File: src/shared/intc_params.svh
// Register offsets, field positions and reset values of the interrupt acceptance block
`ifndef INTC_PARAMS_SVH
`define INTC_PARAMS_SVH

// ----------------------------------------
// Register byte offsets
// ----------------------------------------
`define OFS_PRIORITY_LEVEL 8'h00
`define OFS_SOURCE_MASK 8'h04
`define OFS_SOURCE_UNMASK 8'h08
`define OFS_EVENT_CODE 8'h0c
`define OFS_SAVED_STATUS 8'h10
`define OFS_SAVED_PC 8'h14
`define OFS_SAVED_STACK 8'h18
`define OFS_VECTOR_BASE 8'h1c
`define OFS_IRQ_STATUS 8'h20
`define OFS_IRQ_MASK 8'h24
`define OFS_PENDING 8'h28

// ----------------------------------------
// Status word fields
// ----------------------------------------
`define SW_MASK_LSB 4
`define SW_HOLD_BIT 28
`define SW_BANK_BIT 29
`define SW_PRIV_BIT 30

// ----------------------------------------
// Vectoring and event codes
// ----------------------------------------
`define VECTOR_OFFSET 32'h0000_0600
`define EVENT_CODE_BASE 32'h0000_0200
`define EVENT_CODE_STEP 32'h0000_0020

// ----------------------------------------
// Reset values
// ----------------------------------------
`define RST_PRIORITY 32'h0000_0000
`define RST_SOURCE_MASK 32'hffff_ffff
`define RST_VECTOR_BASE 32'h0000_0000
`define RST_IRQ_MASK 2'h0

// ----------------------------------------
// Status event bits
// ----------------------------------------
`define IRQ_BIT_ACCEPT 0
`define IRQ_BIT_FORWARD 1
`define IRQ_BITS 2

`endif

File: src/shared/intc_pkg.sv
// Types shared by the interrupt acceptance block
package intc_pkg;
   typedef logic [3:0] level_t;
   typedef logic [31:0] word_t;
   typedef logic [2:0] src_idx_t;
endpackage : intc_pkg

File: src/interrupt_accept_sequencer.sv
// Interrupt acceptance sequencer with classic Wishbone register slave
//
// Functional notes
// RULE1: Highest programmed level wins; losers stay pending.
// RULE2: Equal levels resolved by fixed source order.
// RULE3: Forward only if level exceeds mask level.
// RULE4: CPU takes interrupts only between instructions.
// RULE5: Accepted source code loaded into event code.
// RULE6: Save status, program counter, general register 15.
// RULE7: Set hold, privilege, bank flags after save.
// RULE8: Jump to vector base plus 0x600.
// RULE9: Mask level unchanged by acceptance.
// RULE10: Handler clears flag, reads back, waits first.
// RULE11: Certain masks cleared only via unmask register.
// RULE12: Event code usable directly as branch offset.
// RULE13: Requests held until cleared, then re-evaluated.
//
// Our own choices: the register addresses and the Wishbone register port.
`timescale 1ns/10ps
`include "intc_params.svh"

module interrupt_accept_sequencer #(
   parameter int NUM_SRC = 8
) (
   // Clock and reset
   input wire logic mclk_i,
   input wire logic nrst_i,
   // Wishbone slave
   input wire logic wb_cyc_i,
   input wire logic wb_stb_i,
   input wire logic wb_we_i,
   input wire logic [7:0] wb_adr_i,
   input wire logic [3:0] wb_sel_i,
   input wire logic [31:0] wb_dat_i,
   output logic [31:0] wb_dat_o,
   output logic wb_ack_o,
   // Request sources
   input wire logic [NUM_SRC-1:0] src_req_i,
   // CPU core
   input wire intc_pkg::word_t status_word_i,
   input wire intc_pkg::word_t program_counter_i,
   input wire intc_pkg::word_t general_reg_15_i,
   input wire logic insn_boundary_i,
   output logic cpu_req_o,
   output intc_pkg::level_t cpu_req_level_o,
   output logic accept_o,
   output intc_pkg::word_t new_status_word_o,
   output intc_pkg::word_t jump_addr_o,
   // Interrupt line
   output logic irq_o
);

   // ----------------------------------------
   // Reset release
   // ----------------------------------------
   logic rst_meta_n;
   logic rst_n;

   // Release retimed to the clock; assertion stays asynchronous
   always_ff @(posedge mclk_i or negedge nrst_i) begin
      if (!nrst_i) begin
         rst_meta_n <= 1'b0;
         rst_n <= 1'b0;
      end else begin
         rst_meta_n <= 1'b1;
         rst_n <= rst_meta_n;
      end
   end

   // ----------------------------------------
   // Registers
   // ----------------------------------------
   intc_pkg::word_t priority_level_reg_a;
   // Resets to all ones: nothing forwards until unmasked
   intc_pkg::word_t source_mask_reg_0;
   intc_pkg::word_t event_code_reg;
   intc_pkg::word_t saved_status_word;
   intc_pkg::word_t saved_program_counter;
   intc_pkg::word_t saved_stack_register;
   intc_pkg::word_t vector_base;
   logic [`IRQ_BITS-1:0] irq_status;
   logic [`IRQ_BITS-1:0] irq_mask;

   // ----------------------------------------
   // Helpers
   // ----------------------------------------
   // Byte-lane merge of a write word
   function automatic intc_pkg::word_t merge_sel(input intc_pkg::word_t old_v,
         input intc_pkg::word_t new_v, input logic [3:0] sel);
      intc_pkg::word_t r;
      r = old_v;
      for (int b = 0; b < 4; b++) begin
         if (sel[b]) begin
            r[b*8 +: 8] = new_v[b*8 +: 8];
         end
      end
      return r;
   endfunction : merge_sel

   // Four-bit level field of one source
   function automatic intc_pkg::level_t level_of(input intc_pkg::word_t prio, input int idx);
      return prio[idx*4 +: 4];
   endfunction : level_of

   // ----------------------------------------
   // Arbitration
   // ----------------------------------------
   logic [NUM_SRC-1:0] active;
   intc_pkg::level_t win_level;
   intc_pkg::src_idx_t win_idx;
   logic win_valid;

   // Masked sources never compete
   assign active = src_req_i & ~source_mask_reg_0[NUM_SRC-1:0]; // RULE13

   always_comb begin
      win_level = 4'h0;
      win_idx = 3'h0;
      win_valid = 1'b0;
      for (int i = 0; i < NUM_SRC; i++) begin
         // Strict compare keeps the lower index on a tie
         if (active[i] && (!win_valid || level_of(priority_level_reg_a, i) > win_level)) begin // RULE1 RULE2
            win_level = level_of(priority_level_reg_a, i);
            win_idx = i[2:0];
            win_valid = 1'b1;
         end
      end
   end

   // ----------------------------------------
   // CPU handshake
   // ----------------------------------------
   intc_pkg::level_t mask_level;
   logic forward;
   logic take;
   intc_pkg::word_t next_status;
   intc_pkg::word_t next_event_code;

   assign mask_level = status_word_i[`SW_MASK_LSB +: 4];
   // Level 0 never exceeds a mask level, so it never forwards
   assign forward = win_valid && (win_level > mask_level); // RULE3
   assign cpu_req_o = forward;
   assign cpu_req_level_o = forward ? win_level : 4'h0;
   // Hold flag blocks a second take until software releases it
   assign take = forward && insn_boundary_i && !status_word_i[`SW_HOLD_BIT]; // RULE4

   // Mask field passes through untouched
   assign next_status = status_word_i | (32'h1 << `SW_HOLD_BIT) // RULE7 RULE9
      | (32'h1 << `SW_PRIV_BIT) | (32'h1 << `SW_BANK_BIT);
   // Fixed step per source keeps handler table entries apart
   assign next_event_code = `EVENT_CODE_BASE + `EVENT_CODE_STEP * {29'h0, win_idx}; // RULE12

   always_ff @(posedge mclk_i or negedge rst_n) begin
      if (!rst_n) begin
         event_code_reg <= 32'h0;
         saved_status_word <= 32'h0;
         saved_program_counter <= 32'h0;
         saved_stack_register <= 32'h0;
         new_status_word_o <= 32'h0;
         jump_addr_o <= 32'h0;
         accept_o <= 1'b0;
      end else begin
         accept_o <= take;
         // Saved state is the CPU view in the take cycle
         if (take) begin
            event_code_reg <= next_event_code; // RULE5
            saved_status_word <= status_word_i; // RULE6
            saved_program_counter <= program_counter_i; // RULE6
            saved_stack_register <= general_reg_15_i; // RULE6
            new_status_word_o <= next_status; // RULE7
            jump_addr_o <= vector_base + `VECTOR_OFFSET; // RULE8
         end
      end
   end

   // ----------------------------------------
   // Wishbone decode
   // ----------------------------------------
   logic req;
   logic wr;
   logic rd;
   logic hit_prio;
   logic hit_mask;
   logic hit_unmask;
   logic hit_evt;
   logic hit_ssr;
   logic hit_spc;
   logic hit_sgr;
   logic hit_vbase;
   logic hit_ist;
   logic hit_imsk;
   logic hit_pend;
   intc_pkg::word_t rdata;
   intc_pkg::word_t wmask;

   // Ack gates the request so each ack lasts one cycle; a held strobe gets an ack every other cycle
   assign req = wb_cyc_i && wb_stb_i && !wb_ack_o;
   // Writes and read clears act at the acknowledged edge
   assign wr = wb_ack_o && wb_we_i;
   assign rd = wb_ack_o && !wb_we_i;
   assign hit_prio = wb_adr_i == `OFS_PRIORITY_LEVEL;
   assign hit_mask = wb_adr_i == `OFS_SOURCE_MASK;
   assign hit_unmask = wb_adr_i == `OFS_SOURCE_UNMASK;
   assign hit_evt = wb_adr_i == `OFS_EVENT_CODE;
   assign hit_ssr = wb_adr_i == `OFS_SAVED_STATUS;
   assign hit_spc = wb_adr_i == `OFS_SAVED_PC;
   assign hit_sgr = wb_adr_i == `OFS_SAVED_STACK;
   assign hit_vbase = wb_adr_i == `OFS_VECTOR_BASE;
   assign hit_ist = wb_adr_i == `OFS_IRQ_STATUS;
   assign hit_imsk = wb_adr_i == `OFS_IRQ_MASK;
   assign hit_pend = wb_adr_i == `OFS_PENDING;
   assign wmask = merge_sel(32'h0, wb_dat_i, wb_sel_i);

   always_comb begin
      if (hit_prio) begin
         rdata = priority_level_reg_a;
      end else if (hit_mask) begin
         rdata = source_mask_reg_0;
      end else if (hit_evt) begin
         rdata = event_code_reg;
      end else if (hit_ssr) begin
         rdata = saved_status_word;
      end else if (hit_spc) begin
         rdata = saved_program_counter;
      end else if (hit_sgr) begin
         rdata = saved_stack_register;
      end else if (hit_vbase) begin
         rdata = vector_base;
      end else if (hit_ist) begin
         rdata = {30'h0, irq_status};
      end else if (hit_imsk) begin
         rdata = {30'h0, irq_mask};
      end else if (hit_pend) begin
         rdata = {{(32-NUM_SRC){1'b0}}, src_req_i};
      end else begin
         rdata = 32'h0;
      end
   end

   // One wait state: ack and data one edge after the request
   always_ff @(posedge mclk_i or negedge rst_n) begin
      if (!rst_n) begin
         wb_ack_o <= 1'b0;
         wb_dat_o <= 32'h0;
      end else begin
         wb_ack_o <= req;
         wb_dat_o <= req ? rdata : 32'h0;
      end
   end

   // ----------------------------------------
   // Register writes
   // ----------------------------------------
   always_ff @(posedge mclk_i or negedge rst_n) begin
      if (!rst_n) begin
         priority_level_reg_a <= `RST_PRIORITY;
         source_mask_reg_0 <= `RST_SOURCE_MASK;
         vector_base <= `RST_VECTOR_BASE;
         irq_mask <= `RST_IRQ_MASK;
      end else begin
         // Unmapped offsets and read-only registers ignore writes
         if (wr && hit_prio) begin
            priority_level_reg_a <= merge_sel(priority_level_reg_a, wb_dat_i, wb_sel_i);
         end
         // Ones set masks; zeros are ignored, clearing goes via unmask
         if (wr && hit_mask) begin
            source_mask_reg_0 <= source_mask_reg_0 | wmask; // RULE11
         end else if (wr && hit_unmask) begin
            source_mask_reg_0 <= source_mask_reg_0 & ~wmask; // RULE11
         end
         if (wr && hit_vbase) begin
            vector_base <= merge_sel(vector_base, wb_dat_i, wb_sel_i);
         end
         if (wr && hit_imsk && wb_sel_i[0]) begin
            irq_mask <= wb_dat_i[`IRQ_BITS-1:0];
         end
      end
   end

   // ----------------------------------------
   // Sticky events, cleared by read
   // ----------------------------------------
   logic forward_q;
   logic [`IRQ_BITS-1:0] ev;

   assign ev[`IRQ_BIT_ACCEPT] = take;
   // Forward event marks the rising edge of the CPU request
   assign ev[`IRQ_BIT_FORWARD] = forward && !forward_q;

   always_ff @(posedge mclk_i or negedge rst_n) begin
      if (!rst_n) begin
         forward_q <= 1'b0;
         irq_status <= '0;
      end else begin
         forward_q <= forward;
         // Set beats a clearing read in the same cycle
         irq_status <= ((rd && hit_ist) ? '0 : irq_status) | ev;
      end
   end

   // Level output, high while any unmasked event is held
   assign irq_o = |(irq_status & irq_mask);

endmodule : interrupt_accept_sequencer

File: config.mk
export PLATFORM = sky130hd
export DESIGN_NAME = interrupt_accept_sequencer
export DESIGN_NICKNAME = d
export VERILOG_FILES = /design/src/shared/intc_pkg.sv /design/src/interrupt_accept_sequencer.sv
export VERILOG_INCLUDE_DIRS = /design/src /design/src/shared
export SDC_FILE = /design/constraint.sdc
export NUM_CORES = 1
export LEC_CHECK = 0
export ABC_AREA = 1
export BUFFER_PORTS_ARGS = -buffer_cell sky130_fd_sc_hd__buf_2
export CORE_ASPECT_RATIO = 1.1
export CORE_UTILIZATION = 50
export CTS_CLUSTER_SIZE = 12
export DETAILED_ROUTE_END_ITERATION = 6
export GPL_TIMING_DRIVEN = 0
export MAX_ROUTING_LAYER = met4
export PLACE_DENSITY = 0.71
export SYNTH_ARGS = -nofsm -noshare
export SYNTH_HDL_FRONTEND = slang
export SYNTH_SLANG_ARGS = --single-unit
File: constraint.sdc
create_clock -name mclk_i -period 31.2 [get_ports mclk_i]
set_clock_uncertainty 0.1 [all_clocks]
set_input_delay 3.12 -clock mclk_i [delete_from_list [all_inputs] [get_ports mclk_i]]
set_output_delay 3.12 -clock mclk_i [all_outputs]
set_load 0.01 [all_outputs]
# Yosys cells after proc, flatten, opt, wreduce, memory -nomap -nowiden
# Index checks and enable logic that the tools add are counted.
[word_totals]
ff_bits = 329
latch_bits = 0
ram_bits = 0
rom_bits = 0
in_bits = 154
out_inout_bits = 104
elab_cells = 143
mem_count = 0
[classes]
n_addsub = 2
n_mul = 0
div = 0
magnitude_cmp = 8
eq_ne = 10
shift = 0
n_mux = 42
bitwise = 7
n_reduce_logical = 51
[op_table]
columns = ["op", "count"]
rows = [
  ["$mux W32", 10],
  ["$mux W8", 7],
  ["$mux W4", 9],
  ["$add A32 B11 Y32 const B", 1],
  ["$and A32 B32 Y32", 1],
  ["$eq A8 B5 Y1 const B", 4],
  ["$gt A4 B4 Y1", 8],
  ["$not A32 Y32", 1],
  ["$or A32 B32 Y32", 1],
  ["$eq A8 B6 Y1 const B", 3],
  ["$logic_and A1 B1 Y1", 22],
  ["$mux W3", 6],
  ["$eq A8 B4 Y1 const B", 2],
  ["$reduce_and A2 Y1", 8],
  ["$add A10 B8 Y11 const A", 1],
  ["$logic_not A1 Y1", 11],
  ["$mux W1", 9],
  ["$and A8 B8 Y8", 1],
  ["$eq A8 B3 Y1 const B", 1],
  ["$logic_not A8 Y1", 1],
  ["$not A8 Y8", 1],
  ["$logic_or A1 B1 Y1", 7],
  ["$and A2 B2 Y2", 1],
  ["$mux W2", 1],
  ["other kinds (3)", 3],
]

# Longest topological paths before layout
# Gate-level depths: netlist (run 1).
[depth]
word_depth = 36
mapped_depth = 95

# Worst setup path before layout (run 1)
# OpenSTA, ideal clock, no wires.
[synth_timing]
path_type = "in2out"
startpoint = "input port src_req_i[0]"
endpoint = "output port cpu_req_level_o[0]"
arrival_ns = 11.605
required_ns = 27.980
slack_ns = 16.375
cell_stages = 78
cell_sequence = "nand2_2 -> inv_1 -> nand2_1 -> ha_1 -> nand2_1 -> inv_1 -> nand2_1 -> nand2_1 -> nand2_1 -> nand2_1 -> nand2_1 -> nand2_1 -> nand2_1 -> ha_1 -> inv_1 -> nor2_1 -> o21ai_0 -> nand2_1 -> (+42 left out) -> and2_1 -> ha_1 -> nand2_1 -> o21bai_1 -> nand2_1 -> o21ai_0 -> o21ai_0 -> nand3_1 -> or2_0 -> nand2_1 -> inv_1 -> ha_1 -> nand2_1 -> nor2_1 -> a211oi_1 -> a21oi_1 -> nand2_4 -> nor2_1"
[synth_between]
elab_chain_len = 33
[synth_rtl]
columns = ["item", "line_no", "source"]
rows = [
  ["start: declaration", "interrupt_accept_sequencer.sv:38", "input wire logic [NUM_SRC-1:0] src_req_i,"],
  ["$and A8 B8 Y8 *", "interrupt_accept_sequencer.sv:114", "assign active = src_req_i & ~source_mask_reg_0[NUM_SRC-1:0];"],
  ["$mux W4 or $mux W1 (tied branches)", "interrupt_accept_sequencer.sv:122", "if (active[i] && (!win_valid || level_of(priority_level_reg_a, i) > win_level)) begin"],
  ["$gt A4 B4 Y1 or $logic_not A1 Y1 (tied branches)", "interrupt_accept_sequencer.sv:122", ""],
  ["$logic_or A1 B1 Y1", "interrupt_accept_sequencer.sv:122", ""],
  ["$logic_and A1 B1 Y1", "interrupt_accept_sequencer.sv:122", ""],
  ["$mux W4 or $mux W1 (tied branches)", "interrupt_accept_sequencer.sv:122", ""],
  ["$gt A4 B4 Y1 or $logic_not A1 Y1 (tied branches)", "interrupt_accept_sequencer.sv:122", ""],
  ["$logic_or A1 B1 Y1", "interrupt_accept_sequencer.sv:122", ""],
  ["(+17 left out)", "--", ""],
  ["$mux W4 or $mux W1 (tied branches)", "interrupt_accept_sequencer.sv:122", ""],
  ["$gt A4 B4 Y1 or $logic_not A1 Y1 (tied branches)", "interrupt_accept_sequencer.sv:122", ""],
  ["$logic_or A1 B1 Y1", "interrupt_accept_sequencer.sv:122", ""],
  ["$logic_and A1 B1 Y1", "interrupt_accept_sequencer.sv:122", ""],
  ["$mux W4", "interrupt_accept_sequencer.sv:122", ""],
  ["$gt A4 B4 Y1", "interrupt_accept_sequencer.sv:141", "assign forward = win_valid && (win_level > mask_level);"],
  ["$logic_and A1 B1 Y1", "interrupt_accept_sequencer.sv:141", ""],
  ["$mux W4 *", "interrupt_accept_sequencer.sv:143", "assign cpu_req_level_o = forward ? win_level : 4'h0;"],
  ["end: declaration", "interrupt_accept_sequencer.sv:45", "output intc_pkg::level_t cpu_req_level_o,"],
]
# Every way passes the cells marked *; elsewhere a longest branch is shown, timed or not.

# Final worst setup path (run 1)
[layout_timing]
startpoint = "input port src_req_i[0]"
endpoint = "output port cpu_req_o"
[layout_between]
elab_chain_len = 32
[layout_rtl]
columns = ["item", "line_no", "source"]
rows = [
  ["$and A8 B8 Y8 *", "interrupt_accept_sequencer.sv:114", ""],
  ["$mux W4 or $mux W1 (tied branches)", "interrupt_accept_sequencer.sv:122", ""],
  ["$gt A4 B4 Y1 or $logic_not A1 Y1 (tied branches)", "interrupt_accept_sequencer.sv:122", ""],
  ["$logic_or A1 B1 Y1", "interrupt_accept_sequencer.sv:122", ""],
  ["$logic_and A1 B1 Y1", "interrupt_accept_sequencer.sv:122", ""],
  ["$mux W4 or $mux W1 (tied branches)", "interrupt_accept_sequencer.sv:122", ""],
  ["$gt A4 B4 Y1 or $logic_not A1 Y1 (tied branches)", "interrupt_accept_sequencer.sv:122", ""],
  ["$logic_or A1 B1 Y1", "interrupt_accept_sequencer.sv:122", ""],
  ["(+16 left out)", "--", ""],
  ["$logic_and A1 B1 Y1", "interrupt_accept_sequencer.sv:122", ""],
  ["$mux W4 or $mux W1 (tied branches)", "interrupt_accept_sequencer.sv:122", ""],
  ["$gt A4 B4 Y1 or $logic_not A1 Y1 (tied branches)", "interrupt_accept_sequencer.sv:122", ""],
  ["$logic_or A1 B1 Y1", "interrupt_accept_sequencer.sv:122", ""],
  ["$logic_and A1 B1 Y1", "interrupt_accept_sequencer.sv:122", ""],
  ["$mux W4", "interrupt_accept_sequencer.sv:122", ""],
  ["$gt A4 B4 Y1", "interrupt_accept_sequencer.sv:141", ""],
  ["$logic_and A1 B1 Y1 *", "interrupt_accept_sequencer.sv:141", ""],
  ["end: declaration", "interrupt_accept_sequencer.sv:44", "output logic cpu_req_o,"],
]
# Marks and branches as above.

==> key figures, run 1 <==
Power and ir drop
  • Total power: 1035 uW
  • Clock power share: 31.6%
  • Sw frac: 31.37%
  • Leakage dissipation: 0.008390 uW
  • Comb pwr share: 22.0%
  • NetSw: 324.6 uW
  • VDD IR max: 48.99 uV
  • Pwr per Cell Area: 63.32 nW/um^2
  • Int Power: 710.1 uW
  • Flop pwr share: 46.4%

CTS
  • Clock sinks: 269
  • CTS tree: yes
  • Num CTS Buffers: 28
  • Max Root-Sink Buffers: 3
  • Root Buffer: clkbuf_16
  • Setup Buffers After CTS: 0
  • Clock Pin Slew Worst Setup and Hold Paths: 0.05 ns
  • H-tree Lvls: 1
  • Post-CTS sizing: 0
  • Hold Buf Count CTS: 0
  • Clock Latency Late Sink: 0.56 ns

STA
  • Worst hold slack: 0.2547 ns
  • Fin crit share: 55.11%
  • Setup TNS Final: 0 ns
  • Max-slew violation count: 0
  • RSZ-0062 raised after global routing: no
  • Max Clk Rate: 0.05816 GHz
  • Final Hold Vio Count: 0
  • Worst Max-Slew Pin Slew: 0.8522 ns
  • Slew HR: 43.18%
  • Final Setup Violations: 0
  • Tmin final: 17.19 ns

Logic synthesis
  • Cells after Synth: 1663
  • Asr flop ratio synth: 100.0%
  • Syn avg cell area: 8.208 um^2
  • Distinct cells, synth: 43
  • Top FF cell, synth: dfrtp_1
  • Post-synth EDFFs: 0
  • Seq/Total Area, Yosys: 49.61%
  • Register bit total from synthesis: 269
  • Syn Nets: 1850
  • Ys Warns: 0
  • Synthesized area: 13650 um^2

Final layout
  • Nets@finish: 2137
  • Layout cells sized above 1: 22.96%
  • Commonest non-fill, non-tap cell in the layout: nand2_1
  • N_diodes: 0
  • Area growth syn-to-layout: 19.71%
  • Area of the multi-input gates: 5643 um^2
  • Reg area: 6775 um^2
  • Fillers: 2522
  • Most frequent cells in the layout: nand2_1, buf_2, dfrtp_1

Floorplan
  • Row count: 63
  • Die H: 175.3 um
  • Starting Density: 50.78%
  • Chip width: 159.5 um
  • # IOs: 258
  • Core area: 26880 um^2
  • Die area: 27970 um^2

Detailed routing
  • Number of routed nets with antenna violations: 0
  • DRT Pass-1 Iters: 5
  • Iteration-0 DRC Markers: 1191
  • DR DRC count: 0
  • Via count: 12720
  • WL/cell: 20.38 um
  • Post-Route WL: 47410 um
  • DR vias/cell: 5.467

Placed design
  • Dpl hpwl: 37310 um
  • Final GP Congestion: 1.015
  • I/O Buffers: 253

Worst setup path
  • Critical-path top delay cell: ha_1
  • RR Endpoint: event_code_reg[5]
  • Crit path DAT: 13.97 ns
  • CP max FO: 9
  • CP Buf/Inv Count: 13
  • Top cell by count, worst path: nand2_1
  • CP peak stage delay: 0.31 ns
  • Setup Crit Path Kind: input pin to output pin
  • Reg2Reg Setup Slack: 19.04 ns
  • Path depth of the worst reg2reg path: 85
  • Startpoint Class: input pin
  • Top Family by Delay on Critical Path: simple AND/OR/NAND/NOR gates
  • CP Data Required Time: 27.98 ns
  • Crit path capture type: output pin

Hold path
  • Origin of the worst min-delay path: rst_meta_n
  • Hold Path Class: flip-flop to flip-flop
  • Hold depth: 0
  • WHS Endpoint: rst_n

Global routing
  • First-pass GRT wire length: 72010 um
  • Initial antenna violation count: 0
  • Grt total ovfl: 0
  • Number of global-route vias before repair: 12190
  • Largest net degree at the start of global routing: 63
  • GR Util All Layers: 35.44%

Job
  • # Max-Cap Violations: 0

Run status
  • Status: completed
-- how the worst max path moves through the flow --
stage | start | slack (ns) | cells after the start | end
floorplan | src_req_i[0] | 16.37 | 78 | cpu_req_level_o[0]
global placement | src_req_i[0] | 14.25 | 83 | cpu_req_o
detailed placement | src_req_i[0] | 14.07 | 83 | cpu_req_o
CTS | src_req_i[0] | 14.06 | 83 | cpu_req_o
global route | src_req_i[0] | 12.85 | 84 | cpu_req_o
finish | src_req_i[0] | 14.01 | 83 | cpu_req_o
-- cell type report --
cell class              count  area share [%]
repair buffers            257           8.377
flip-flops and latches    269           41.46
clock buffers              45           5.054
inverters                 149           3.423
plain buffers             103           4.142
clock inverters             4          0.2757
well taps                 357           2.734
multi-input cells        1142           34.53
-- cell usage after synthesis, types with 7 or more instances --
cell type,count,share of area [%]
buf_6,19,1.6
dfrtp_1,237,43
xor2_1,16,1.0
nand2_1,575,16
inv_1,143,3.9
o21ai_1,27,0.99
and2_1,11,0.50
nor3_1,7,0.26
clkbuf_1,32,0.88
buf_2,19,0.70
o21ai_0,138,5.1
dfstp_2,32,6.2
buf_4,33,1.8
a221oi_1,12,0.77
a21oi_1,81,3.0
o21ai_2,31,2.0
o211ai_1,32,1.8
nand3_1,89,3.3
nor2_1,43,1.2
ha_1,33,3.0
-- logic make-up after synthesis --
| kind of cell | after synthesis | share of synthesized area, % |
|---|---|---|
| mux | 1 | 0.08249 |
| fa+ha+maj | 33 | 3.025 |
| xor+xnor | 21 | 1.347 |
| flops | 269 | 49.61 |
| other cells | 1 | 0.02747 |
| buf+inv | 252 | 9.056 |
| compound gates | 339 | 14.54 |
| simple gates | 747 | 22.32 |
-- metal layers --
| layer | GRT usage, % | vias up | wire [um] |
|---|---|---|---|
| met3 | 4.534 | 96 | 3692 |
| met1 | 47.75 | 6082 | 20030 |
| met5 | - | - | 0 |
| met4 | 12.34 | 0 | 1675 |
| met2 | 55.40 | 585 | 22010 |
| li1 | - | 5954 | - |
-- power groups by stage --
stage	combinational, uW	sequential (uW)	clock [uW]
5_1_grt	256	487	343
3_5_place_dp	230	483	0
2_1_floorplan	145	468	0
4_1_cts	231	478	329
3_3_place_gp	217	487	0
6_report	228	480	327
-- worst reg2reg max path: cells and delay by family, from the launching register on --
family	cells	cell delay, ns
flip-flops	1	0.54
AO/OA/AOI/OAI	18	2.22
buffers and inverters	13	1.68
adder cells (fa/ha/maj)	8	2.29
AND/OR/NAND/NOR	46	5.27
-- stage by stage --
| step | cells | utilization [%] | worst slack (ns) | instance area (um^2) |
|---|---|---|---|---|
| CTS | 2326 | 60.79 | 14.06 | 16340 |
| floorplan | 1663 | - | 16.37 | 13650 |
| finish | 2326 | 60.79 | 14.01 | 16340 |
| global placement | 2273 | 57.16 | 14.25 | 15360 |
| detailed placement | 2277 | 57.55 | 14.07 | 15470 |
| global route | 2326 | 60.79 | 12.85 | 16340 |
Power figures use the tool's default switching activity.
==> run 2: changes to the inputs <==
--- a/config.mk
+++ b/config.mk
@@ -6,7 +6,7 @@
 export SDC_FILE = /design/constraint.sdc
 export NUM_CORES = 1
 export LEC_CHECK = 0
-export ABC_AREA = 1
+export ABC_AREA = 0
 export BUFFER_PORTS_ARGS = -buffer_cell sky130_fd_sc_hd__buf_2
 export CORE_ASPECT_RATIO = 1.1
 export CORE_UTILIZATION = 50
==> constraint.sdc (replaced) <==
create_clock -name mclk_i -period 17.4 [get_ports mclk_i]
set_clock_uncertainty 0.1 [all_clocks]
set_input_delay 1.74 -clock mclk_i [delete_from_list [all_inputs] [get_ports mclk_i]]
set_output_delay 1.74 -clock mclk_i [all_outputs]
set_load 0.01 [all_outputs]
==> run 2 against run 1 <==
Against the previous run: clock power grew 72%; register-to-register slack lost 16 ns; sequential power grew 76%; combinational power grew 95%; synthesized cell count shrank 30%; critical path depth shrank 28; global-route usage shrank 4.2 points; critical endpoint is now cpu_req_level_o[1]; highest routed layer unchanged.
==> key figures, run 2 <==
STA
  • Worst Max-Slew Pin Slew: 1.066 ns
  • Max Clk Rate: 0.06068 GHz
  • Slew HR: 28.67%
  • RSZ-0062 raised after global routing: no
  • Final Setup Violations: 0
  • Tmin final: 16.48 ns
  • Fin crit share: 94.71%
  • Final Hold Vio Count: 0
  • Max-slew violation count: 0
  • Setup TNS Final: 0 ns

Detailed routing
  • Number of routed nets with antenna violations: 0
  • DR WL met3: 2733 um
  • DR top layer: met4
  • Iteration-0 DRC Markers: 825
  • DRT Pass-1 Iters: 6
  • DR DRC count: 0
  • Post-Route WL: 40210 um
  • Via count: 10620
  • DR vias/cell: 5.797
  • Met1 wire length: 16820 um
  • WL/cell: 21.95 um
  • Met2 WL post-DR: 19610 um

Power and ir drop
  • Total power: 1852 uW
  • Comb pwr share: 24.0%
  • Clock power share: 30.4%
  • VDD IR max: 94.10 uV
  • Int Power: 1313 uW
  • Flop pwr share: 45.6%
  • Sw frac: 29.12%
  • NetSw: 539.4 uW
  • Pwr per Cell Area: 114.9 nW/um^2
  • Leakage dissipation: 0.007485 uW

Logic synthesis
  • Top FF cell, synth: dfrtp_1
  • Synth top area cells: dfrtp_1, mux2_2, dfstp_2
  • Synth top area share: 44.32%
  • Distinct cells, synth: 68
  • Yosys top cell by area: dfrtp_1
  • Ys Warns: 0
  • Syn avg cell area: 11.51 um^2
  • Post-synth EDFFs: 0
  • Seq/Total Area, Yosys: 50.60%
  • Cells after Synth: 1163
  • Synthesized area: 13380 um^2
  • Syn Nets: 1350
  • Asr flop ratio synth: 100.0%
  • Register bit total from synthesis: 269
  • Count leader, synth: dfrtp_1
  • Top cells by count, synth: dfrtp_1, mux2_2, nand2_1

Final layout
  • Nets@finish: 1641
  • Commonest non-fill, non-tap cell in the layout: buf_2
  • Fillers: 2272
  • Final Instance Area: 16120 um^2
  • Most frequent cells in the layout: buf_2, dfrtp_1, mux2_2
  • Area of the multi-input gates: 5924 um^2
  • Area growth syn-to-layout: 20.43%
  • Reg area: 6775 um^2
  • Layout cells sized above 1: 37.74%
  • Core Util, Final: 61.46%

Run status
  • Status: completed

Placed design
  • Dpl hpwl: 30800 um
  • Cell area after placement: 15220 um^2
  • I/O Buffers: 257
  • Final GP Congestion: 0.9507

Global routing
  • First-pass GRT wire length: 62600 um
  • GR Util All Layers: 31.28%
  • Largest net degree at the start of global routing: 73
  • Grt total ovfl: 0
  • Initial antenna violation count: 4
  • Number of global-route vias before repair: 10830

Worst setup path
  • Top cell by count, worst path: ha_1
  • CP max FO: 10
  • CP Data Required Time: 15.56 ns
  • RR Endpoint: new_status_word_o[26]
  • Reg2Reg Setup Slack: 3.28 ns
  • Worst setup startpoint: src_req_i[0]
  • Path depth of the worst reg2reg path: 57
  • Setup Crit Path Kind: input pin to output pin
  • Crit path capture type: output pin
  • Crit path to: cpu_req_level_o[1]
  • CP peak stage delay: 0.47 ns
  • Startpoint Class: input pin
  • Crit path DAT: 14.64 ns
  • Critical-path top delay cell: a221oi_4

Floorplan
  • Die H: 173.6 um
  • Die area: 27420 um^2
  • # IOs: 258
  • Core area: 26220 um^2
  • Starting Density: 51.04%
  • Row count: 62
  • Chip width: 158.0 um

Hold path
  • Hold Path Class: flip-flop to asynchronous set/reset pin

Job
  • # Max-Cap Violations: 0

CTS
  • CTS tree: yes
  • Max Root-Sink Buffers: 3
  • Num CTS Buffers: 28
  • Setup Buffers After CTS: 0
  • H-tree Lvls: 1
  • Clock Latency Late Sink: 0.55 ns
  • Clock Pin Slew Worst Setup and Hold Paths: 0.06 ns
  • Root Buffer: clkbuf_16
  • Clock sinks: 269
[run 2: changes by cell type in the layout (fill, tap and decap cells not counted), moves of 30 or more]
cell,previous run,this run
nand2_1,575,123
mux2_2,1,149
inv_1,143,24
o21ai_0,138,48
nand3_1,89,9
a21oi_1,81,27
mux2_1,0,53
a22oi_1,0,49
o21ai_2,31,0
a31oi_1,0,30
[run 2: routing by layer]
layer  up-vias  track usage, %
li1       4793               -
met1      5344           41.74
met2       411           50.11
met3        73           3.925
met4         0           8.854
met5         -               -
[run 2: worst max-delay path, delay by kind of cell]
family          cells  cell delay, ns
simple gates       11            2.03
compound gates     30            7.41
fa+ha+maj           8            2.31
buf+inv             6            1.12
[run 2: worst min path at each step]
stage	from	to	slack, ns	cells after the start
after floorplan	rst_meta_n	rst_n	0.23	0
after global placement	rst_meta_n	rst_n	0.24	0
after detailed placement	rst_n	new_status_word_o[2]	0.23	0
after CTS	rst_n	event_code_reg[5]	0.23	0
after global routing	rst_n	event_code_reg[5]	0.25	0
final	rst_n	new_status_word_o[8]	0.21	0
[run 2: timing repair]
action                                  CTS  global route
endpoints found under the setup margin    0             5
hold buffers                              0             0
resized for setup                         0             9
[run 2: area by class of cell]
class | count | area share [%]
Buffer | 93 | 3.905
Tap cell | 352 | 2.733
Inverter | 25 | 0.5823
Antenna cell | 4 | 0.06211
Clock buffer | 48 | 5.070
Timing Repair Buffer | 261 | 8.665
Clock inverter | 4 | 0.1786
Sequential cell | 269 | 42.04
Multi-Input combinational cell | 776 | 36.76
[run 2: power by group through the flow]
stage	registers, uW	logic [uW]	clock network (uW)
floorplan	836	296	0
global placement	859	417	0
detailed placement	855	444	0
CTS	844	446	570
global route	862	487	598
finish	845	444	563
[run 2: stage by stage]
| stage | setup WS [ns] | hold WS, ns | std cells |
|---|---|---|---|
| global route | 0.09716 | 0.2514 | 1832 |
| floorplan | 2.912 | 0.2312 | 1163 |
| detailed placement | 0.1130 | 0.2319 | 1776 |
| finish | 0.9211 | 0.2144 | 1832 |
| CTS | 0.05662 | 0.2277 | 1828 |
| global placement | 0.09039 | 0.2363 | 1772 |
[run 2: cell families after synthesis]
group / after synthesis / synth area share [%]
buffers and inverters: 118 / 5.395
other: 1 / 0.02802
muxes: 203 / 17.11
adders and majority gates: 33 / 3.086
DFF: 269 / 50.60
xor gates and xnor gates: 21 / 1.375
AOI/OAI and AO/OA: 238 / 12.44
and+or+nand+nor: 280 / 9.967
